### src/logic/sys_services_defs.svh
`ifndef SYS_SERVICES_DEFS_SVH
`define SYS_SERVICES_DEFS_SVH
// Overview of operation
// RULE1: link 0 runs at 10 Mbit/s when its select is low, 20 Mbit/s when high.
// RULE2: second select sets links 1 to 3 jointly, 10 or 20 Mbit/s, apart from link 0.
// RULE3: a 5 MHz reference is taken in and faster internal clocks derived from it.
// RULE4: reset clears both the processor and the rest of the module; module reset here leaves sw_err_q and the fault output uncleared.
// RULE5: the controller holds reset asserted for at least 100 ms.
// RULE6: the controller waits a further 100 ms after release before using any link.
// RULE7: after the post-reset delay, a boot packet is accepted on the first busy link.
// RULE8: halt input together with reset stops the processor for inspection.
// RULE9: while halted for inspection, interrogation is answered on any link.
// RULE10: fault output is pulled low on internal error, otherwise left undriven.
// RULE11: up to 10 fault outputs may be joined; line is low when any drives low.
// RULE12: unconnected link inputs settle to idle so no traffic is seen.
// RULE13: rate selects stay stable except while the module is held in reset.
`define CLK_HZ 20000000
`define REF_HZ 5000000
`define FAST_RATE_BPS 20000000
`define SLOW_RATE_BPS 10000000
`define SLOW_BIT_CYCLES (`CLK_HZ / `SLOW_RATE_BPS)
`define FAST_BIT_CYCLES (`CLK_HZ / `FAST_RATE_BPS)
`define RESET_HOLD_MS 100
`define BOOT_DELAY_MS 100
`define BOOT_DELAY_CYCLES ((`CLK_HZ / 1000) * `BOOT_DELAY_MS)
`define REF_MULT 4
`define MAX_FAULT_WIRED 10
`define LINK_COUNT 4
`define REG_STATUS 8'h00
`define REG_CONTROL 8'h04
`define REG_RATE 8'h08
`define CTRL_ERROR_BIT 0
`define CTRL_HALT_RESUME_BIT 1
`endif

### src/logic/sys_services_pkg.sv
package sys_services_pkg;
   typedef enum logic [3:0] {
      ST_RESET = 4'b0001,
      ST_WAIT = 4'b0010,
      ST_READY = 4'b0100,
      ST_HALT = 4'b1000
   } seq_state_e;
   typedef logic [1:0] link_id_t;
endpackage

### src/logic/link_rate_tick.sv
`timescale 1ns/1ps
`include "sys_services_defs.svh"
module link_rate_tick (
   input wire logic sys_clk,
   input wire logic rst_b,
   input wire logic fast,
   output logic tick
);
   logic [1:0] cnt_q;
   wire logic [1:0] period_w = fast ? 2'(`FAST_BIT_CYCLES - 1) : 2'(`SLOW_BIT_CYCLES - 1);
   wire logic wrap_w = (cnt_q >= period_w);
   always_ff @(posedge sys_clk or negedge rst_b) begin
      if (!rst_b) begin
         cnt_q <= 2'h0;
         tick <= 1'b0;
      end else begin
         cnt_q <= wrap_w ? 2'h0 : cnt_q + 2'h1;
         tick <= wrap_w;
      end
   end
endmodule

### src/logic/module_system_services.sv
// Decided for this implementation: the register addresses and the APB slave port.
`timescale 1ns/1ps
`include "sys_services_defs.svh"
module module_system_services
   import sys_services_pkg::*;
#(
   parameter int unsigned BOOT_DELAY = `BOOT_DELAY_CYCLES
) (
   input wire logic sys_clk,
   input wire logic rst_b,
   input wire logic ref_clk_in,
   input wire logic module_reset,
   input wire logic halt_inspect,
   input wire logic port0_rate_select,
   input wire logic port123_rate_select,
   input wire logic [3:0] serial_port_inputs,
   input wire logic cpu_error,
   input wire logic [31:0] paddr,
   input wire logic psel,
   input wire logic penable,
   input wire logic pwrite,
   input wire logic [31:0] pwdata,
   output logic [31:0] prdata,
   output logic pready,
   output logic pslverr,
   output logic fault_flag_n_o,
   output logic fault_flag_n_oe,
   output logic cpu_reset_n,
   output logic cpu_halted,
   output logic boot_ready,
   output logic [3:0] boot_link_onehot,
   output logic [3:0] link_fast,
   output logic [3:0] link_bit_tick,
   output logic ref_clk_fast
);
   // all pin inputs pass two flops; stage one is read only by stage two
   // module reset pin reads as asserted until seen low, so the cpu is never freed early
   logic [9:0] sync1_q, sync2_q;
   always_ff @(posedge sys_clk or negedge rst_b) begin
      if (!rst_b) begin
         sync1_q <= 10'h100;
         sync2_q <= 10'h100;
      end else begin
         sync1_q <= {ref_clk_in, module_reset, halt_inspect, port0_rate_select,
                     port123_rate_select, cpu_error, serial_port_inputs};
         sync2_q <= sync1_q;
      end
   end
   wire logic ref_s = sync2_q[9];
   wire logic mrst_s = sync2_q[8];
   wire logic halt_s = sync2_q[7];
   wire logic rate0_s = sync2_q[6];
   wire logic rate123_s = sync2_q[5];
   wire logic err_s = sync2_q[4];
   // inputs held low externally when open, so a floating link reads idle
   wire logic [3:0] link_s = sync2_q[3:0]; // RULE12

   // rates latched only while held in reset so a glitchy select cannot upset a live link
   logic [3:0] fast_q;
   always_ff @(posedge sys_clk or negedge rst_b) begin
      if (!rst_b) begin
         fast_q <= 4'h0;
      end else if (mrst_s) begin
         fast_q <= {{3{rate123_s}}, rate0_s}; // RULE1 RULE2 RULE13
      end
   end
   assign link_fast = fast_q;
   genvar g;
   generate
      for (g = 0; g < `LINK_COUNT; g++) begin : g_tick
         link_rate_tick u_tick (
            .sys_clk(sys_clk),
            .rst_b(rst_b),
            .fast(fast_q[g]),
            .tick(link_bit_tick[g])
         );
      end
   endgenerate

   // fast clock derived from reference: toggle at every rising system edge while ref edges arrive
   logic ref_d_q, fast_clk_q;
   logic [2:0] mult_q;
   wire logic ref_edge_w = ref_s & ~ref_d_q;
   always_ff @(posedge sys_clk or negedge rst_b) begin
      if (!rst_b) begin
         ref_d_q <= 1'b0;
         mult_q <= 3'h0;
         fast_clk_q <= 1'b0;
      end else begin
         ref_d_q <= ref_s;
         mult_q <= ref_edge_w ? 3'(`REF_MULT) : (mult_q != 3'h0 ? mult_q - 3'h1 : 3'h0);
         fast_clk_q <= (mult_q != 3'h0) ? ~fast_clk_q : 1'b0; // RULE3
      end
   end
   assign ref_clk_fast = fast_clk_q;

   // reset and boot sequence
   seq_state_e state_q, state_d;
   logic [31:0] wait_q;
   logic halt_req_q;
   logic [3:0] boot_q;
   wire logic wait_done_w = (wait_q >= BOOT_DELAY - 1);
   wire logic any_link_w = |link_s;
   wire logic [3:0] first_w = link_s & ~(link_s - 4'h1);
   always_comb begin
      state_d = state_q;
      unique case (state_q)
         ST_RESET: if (!mrst_s) state_d = halt_req_q ? ST_HALT : ST_WAIT;
         ST_WAIT: if (wait_done_w) state_d = ST_READY;
         ST_READY: state_d = ST_READY;
         ST_HALT: state_d = ST_HALT;
         default: state_d = ST_RESET;
      endcase
      if (mrst_s) state_d = ST_RESET; // RULE4
   end
   always_ff @(posedge sys_clk or negedge rst_b) begin
      if (!rst_b) begin
         state_q <= ST_RESET;
         wait_q <= 32'h0;
         halt_req_q <= 1'b0;
         boot_q <= 4'h0;
      end else begin
         state_q <= state_d;
         wait_q <= (state_q == ST_WAIT) ? wait_q + 32'h1 : 32'h0; // RULE6
         if (mrst_s) halt_req_q <= halt_s; // RULE8
         if (state_q != ST_READY) boot_q <= 4'h0;
         else if (boot_q == 4'h0 && any_link_w) boot_q <= first_w; // RULE7
      end
   end
   // outputs registered
   always_ff @(posedge sys_clk or negedge rst_b) begin
      if (!rst_b) begin
         cpu_reset_n <= 1'b0;
         cpu_halted <= 1'b0;
         boot_ready <= 1'b0;
         boot_link_onehot <= 4'h0;
      end else begin
         cpu_reset_n <= (state_d == ST_READY) || (state_d == ST_WAIT) || (state_d == ST_HALT);
         cpu_halted <= (state_d == ST_HALT); // RULE8 RULE9
         boot_ready <= (state_d == ST_READY);
         boot_link_onehot <= boot_q;
      end
   end

   // open-drain fault: enable only to pull low, never drive high
   logic sw_err_q;
   always_ff @(posedge sys_clk or negedge rst_b) begin
      if (!rst_b) begin
         fault_flag_n_oe <= 1'b0;
         fault_flag_n_o <= 1'b0;
      end else begin
         fault_flag_n_oe <= err_s | sw_err_q; // RULE10 RULE11
         fault_flag_n_o <= 1'b0;
      end
   end

   // apb slave, zero wait states
   wire logic acc_w = psel & penable;
   wire logic wr_w = acc_w & pwrite;
   wire logic hit_stat = (paddr[7:0] == `REG_STATUS);
   wire logic hit_ctrl = (paddr[7:0] == `REG_CONTROL);
   wire logic hit_rate = (paddr[7:0] == `REG_RATE);
   wire logic mapped_w = (paddr[31:8] == 24'h0) & (hit_stat | hit_ctrl | hit_rate);
   wire logic [31:0] rd_w = hit_stat ? {20'h0, boot_q, state_q, 1'b0, halt_req_q,
                                        err_s, mrst_s} :
                           hit_ctrl ? {31'h0, sw_err_q} :
                           hit_rate ? {28'h0, fast_q} : 32'h0;
   always_ff @(posedge sys_clk or negedge rst_b) begin
      if (!rst_b) begin
         sw_err_q <= 1'b0;
         prdata <= 32'h0;
         pready <= 1'b0;
         pslverr <= 1'b0;
      end else begin
         if (wr_w && hit_ctrl && mapped_w) sw_err_q <= pwdata[`CTRL_ERROR_BIT];
         pready <= psel & ~penable;
         pslverr <= psel & ~penable & ~mapped_w;
         prdata <= (psel & ~penable & ~pwrite & mapped_w) ? rd_w : 32'h0;
      end
   end
endmodule

### config.mk
export PLATFORM = sky130hd
export DESIGN_NAME = module_system_services
export DESIGN_NICKNAME = d
export VERILOG_FILES = /design/src/logic/sys_services_pkg.sv /design/src/logic/link_rate_tick.sv /design/src/logic/module_system_services.sv
export VERILOG_INCLUDE_DIRS = /design/src /design/src/logic
export SDC_FILE = /design/constraint.sdc
export NUM_CORES = 1
export LEC_CHECK = 0
export BUFFER_PORTS_ARGS = -buffer_cell sky130_fd_sc_hd__buf_2
export CORE_MARGIN = 8
export CORE_UTILIZATION = 47
export DETAILED_ROUTE_END_ITERATION = 8
export PLACE_DENSITY = 0.84
export SLEW_MARGIN = 20
export SYNTH_ARGS = -nofsm -noshare
export SYNTH_HDL_FRONTEND = slang
export SYNTH_HIERARCHICAL = 1
export SYNTH_SLANG_ARGS = --single-unit
### constraint.sdc
create_clock -name sys_clk -period 2.1 [get_ports sys_clk]
set_clock_uncertainty 0.05 [all_clocks]
set_input_delay 0.315 -clock sys_clk [delete_from_list [all_inputs] [get_ports sys_clk]]
set_output_delay 0.315 -clock sys_clk [all_outputs]
set_load 0.02 [all_outputs]
==> parameters.txt <==
Parameter                              Value

Run status
  Run status ... complete, but fails checks
  Violations in the final reports ... negative setup slack

Power and ir drop
  Sw Ratio ... 28.8%
  Switching pwr ... 1.15 mW
  Areal power density over the cells ... 745 mW/mm²
  Part of the power in registers ... between 50% and 60%
  Clock power frac ... 29.1%
  Worst VDD drop ... 0.000362 V
  Internal power of the cells ... 2.84 mW
  Power share of the combinational group ... 14.9%
  Standby leakage power ... 2.50 nW

Floorplan
  Top Ports ... approximately 130
  Number of rows created at floorplan ... 35
  Effective utilization at floorplan ... 48.4%
  Core area ... 0.00920 mm²
  Floorplan die width ... 113 µm
  Die Y-Extent ... about 110 µm
  Die outline area ... 0.0128 mm²

Place
  Count of buffers from port buffering ... 78
  Placed standard-cell area ... 0.00503 mm²
  Total half-perimeter wirelength after legalization and detailed placement ... around 7100 µm
  Last weighted congestion value of the routability-driven placer ... 0.816
  Number of placed instances, taps included ... 592

STA
  Setup repair after global routing missed its margin ... true
  Worst-case setup margin in the final layout ... -0.0353 ns
  Setup TNS Final ... -0.0353 ns
  Hold Worst Slack ... around 0.030 ns
  Final Hold Fails ... 0
  Period minus WS final ... 2.14 ns
  Peak clock frequency supported by timing ... about 470 MHz
  Count of final setup violators ... 1
  Number of slew-limit violations in the final report ... 0
  Worst slew margin ... 64.1%
  Slew @ Worst Pin ... 0.536 ns
  Final cycle utilization of the critical path ... 102%

Cells and area
  Layout filler cell count ... 739
  Seq. cell area ... between 0.002 and 0.003 mm²
  Layout area overhead ... 20.3%
  Layout cells sized above 1 ... 28.2%
  Most common cell after layout, fill and taps aside ... dfrtp_1
  Number of nets at the end of the flow ... 591
  Most frequent cells in the layout ... dfrtp_1 (100), buf_2 (77), nor2_1 (31), buf_4 (22)
  Diode count ... 0
  Multi-input gate area ... 0.00169 mm²
  Final std cell area, no fill ... 0.00535 mm²
  Post-route insts no fill ... about 620

Worst setup path
  Register-to-register setup slack ... -0.04 ns
  Number of buffer and inverter stages on the critical path ... 0
  WP data required ... 2.29 ns
  Crit path max-delay cell type ... or4_2
  Capture point of the critical path ... wait_q[30]
  Worst setup path start ... wait_q[1]
  Number of stages on the worst setup path ... 5
  Delay of the slowest cell on the worst path ... about 0.76 ns
  Worst r2r dst ... wait_q[30]
  Worst-path maximum fanout ... 5
  Largest delay contributor family on the critical path ... simple AND/OR/NAND/NOR gates
  Type of element launching the critical path ... flip-flop
  Kind of end point of the critical path ... flip-flop
  Setup Crit Path Kind ... reg2reg
  Cell-by-cell listing of the critical path ... ha_2, nand4_1, or4_2, o311ai_0, o41ai_1
  Logic depth of the worst register-to-register path ... 5
  Critical R2R Launch ... wait_q[1]
  Arrival time at the worst endpoint ... 2.33 ns

Global routing
  Largest net degree at the start of global routing ... 37
  Busiest layer in global routing ... met2
  GRT Util Overall ... 15.1%
  Met1 capacity usage during global routing ... 17.3%
  Met2 capacity usage during global routing ... 25.9%
  Initial antenna violation count ... 0
  Wire length of the first global-routing pass ... ~16000 µm
  GR Layer Usage met3 ... 4.53%
  Vias in the first global route ... approximately 3400
  Total overflow reported by the global router ... 0

Synth
  Part of the Yosys area used for sequential elements ... between 50 and 60%
  Average size of a mapped cell ... 11.3 µm²
  Number of synthesized flops with an enable pin ... 0
  Summed instance area of the synthesized netlist ... 0.00445 mm²
  Synth Register Bits ... 103
  Complex-gate fraction of the synthesized area ... 7.82%
  Number of warnings reported in the yosys synthesis log ... 6
  Simple-gate area share of the yosys netlist ... 21.6%
  Count of different cell masters after synthesis ... 50
  Dominant register cell in the synthesized netlist ... dfrtp_1
  Adder-cell area share of the yosys netlist ... 1.97%
  Instance count of the mapped netlist ... 395
  Post-Synth XOR/XNOR Area ... 2.56%
  Share of async-settable or async-resettable flops after synthesis ... 100%
  Largest family of logic cells by synthesized area ... simple AND/OR/NAND/NOR gates
  Mux cell area share after synthesis ... 1.69%

Clock tree
  Clock tree from TritonCTS ... yes
  Clock transition at the register clock pins on the worst setup and hold paths after CTS ... 0.10 ns
  Clock root cell ... clkbuf_8
  Depth of the CTS H-tree ... 3
  Maximum buffer depth of the clock tree ... 2
  Clock sink total ... between 100 and 150
  Clock insertion delay at the later pin of the skew report ... 0.36 ns
  TritonCTS Buffers ... 9

Detailed routing
  Final ANT Viol Nets ... 0
  Total Routed Length ... 9580 µm
  Via count normalized by instance count ... 5.47
  First-iteration detailed-routing DRC count ... 295
  Drc violations ... 0
  Average routed wire per standard cell ... 15.4 µm
  DR pass1 iterations ... 4
  Number of vias after detailed routing ... 3395

Min path
  Instance count along the most critical hold path ... 1
  Class of the worst hold path ... in2reg

Job
  Max-cap check violation count ... 0
-- per-layer routing --
layer	vias to the layer above	wire length, µm
li1	1612	-
met1	1671	3910
met2	100	4920
met3	12	609
met4	0	140
met5	-	0
-- sequential cells by signal (all words and copies together), names as in the netlist, 2 cells and up --
register	flops
link_fast	2
boot_link_onehot	4
g_tick.u_tick/cnt_q	8
state_q	4
mult_q	3
sync1_q	10
sync2_q	10
boot_q	4
wait_q	32
prdata	12
g_tick.u_tick/tick	4
-- how the worst min path moves through the flow --
stage | startpoint | end | slack (ns)
after floorplan | rst_b | boot_link_onehot[0] | -0.03
after global placement | rst_b | boot_q[0] | 0.25
after detailed placement | rst_b | boot_q[0] | 0.25
after CTS | serial_port_inputs[0] | sync1_q[0] | 0.005
after global routing | serial_port_inputs[1] | sync1_q[1] | 0.002
final | serial_port_inputs[1] | sync1_q[1] | 0.03
-- metrics by stage --
step	setup slack (ns)	power, mW	utilization (%)
floorplan	0.129	2.64	-
global placement	0.110	2.81	54.7
detailed placement	0.0328	2.86	54.7
CTS	0.00656	4.03	57.6
global route	-0.108	4.21	58.2
finish	-0.0353	3.99	58.2
-- logic make-up (layout without fill, tap and decap cells) --
group / Yosys count / count (layout)
DFF: 103 / 103
other: 1 / 21
xor gates and xnor gates: 13 / 13
adders and majority gates: 7 / 7
and+or+nand+nor: 162 / 163
muxes: 7 / 7
AOI/OAI and AO/OA: 51 / 51
buffers and inverters: 51 / 145
-- synth_stat cells (all sizes together) (2+ instances only) --
cell	number	share of area (%)
dfrtp	100	56
nor2	31	2.6
buf	24	4.0
nand2	21	1.8
inv	19	1.6
nor4	17	2.4
a21oi	15	1.7
nand4	13	2.0
or4	11	1.9
nand2b	10	1.4
nand3	9	1.0
clkbuf	8	0.67
and2	7	0.98
ha	7	2.0
nor3	7	0.79
o31ai	7	1.2
xor2	7	1.4
nor4b	6	1.2
o21ai	6	0.67
xnor2	6	1.2
a31oi	5	0.70
and4	5	1.0
and3	4	0.59
and4bb	4	1.1
mux2	4	1.0
or3	4	0.59
or3b	4	0.79
a2111oi	3	0.59
dfstp	3	1.8
mux2i	3	0.67
nor3b	3	0.51
or2	3	0.42
a211oi	2	0.34
a41o	2	0.45
nand3b	2	0.34
o221a	2	0.51
o311ai	2	0.39
o41ai	2	0.39
-- final cells by class --
cell class	count	area share, %
clock buffer	9	2.31
clock inverter	7	1.17
inverter	19	1.33
tap	111	2.59
sequential	103	48.2
multi-input combinational	262	31.7
timing repair buffer	110	12.7
-- worst register-to-register path, stage by stage (launching register included) --
cell	delay, ns
dfrtp_1	0.39
ha_2	0.20
nand4_1	0.13
or4_2	0.76
o311ai_0	0.35
o41ai_1	0.13
-- repair_timing --
item                                    in CTS  in global routing
endpoints found under the hold margin       37                  1
hold buffers                                 8                  1
setup buffers                                0                  3
resized for setup                            0                  5
endpoints found under the setup margin       0                  9
-- power groups by stage --
stage	Combinational, mW	Clock (mW)	Sequential [mW]
final	0.594	1.16	2.23
after global routing	0.674	1.28	2.26
after floorplan	0.331	0	2.31
after detailed placement	0.590	0	2.27
after global placement	0.547	0	2.26
after CTS	0.603	1.19	2.23
(Power assumes the default switching activity.)
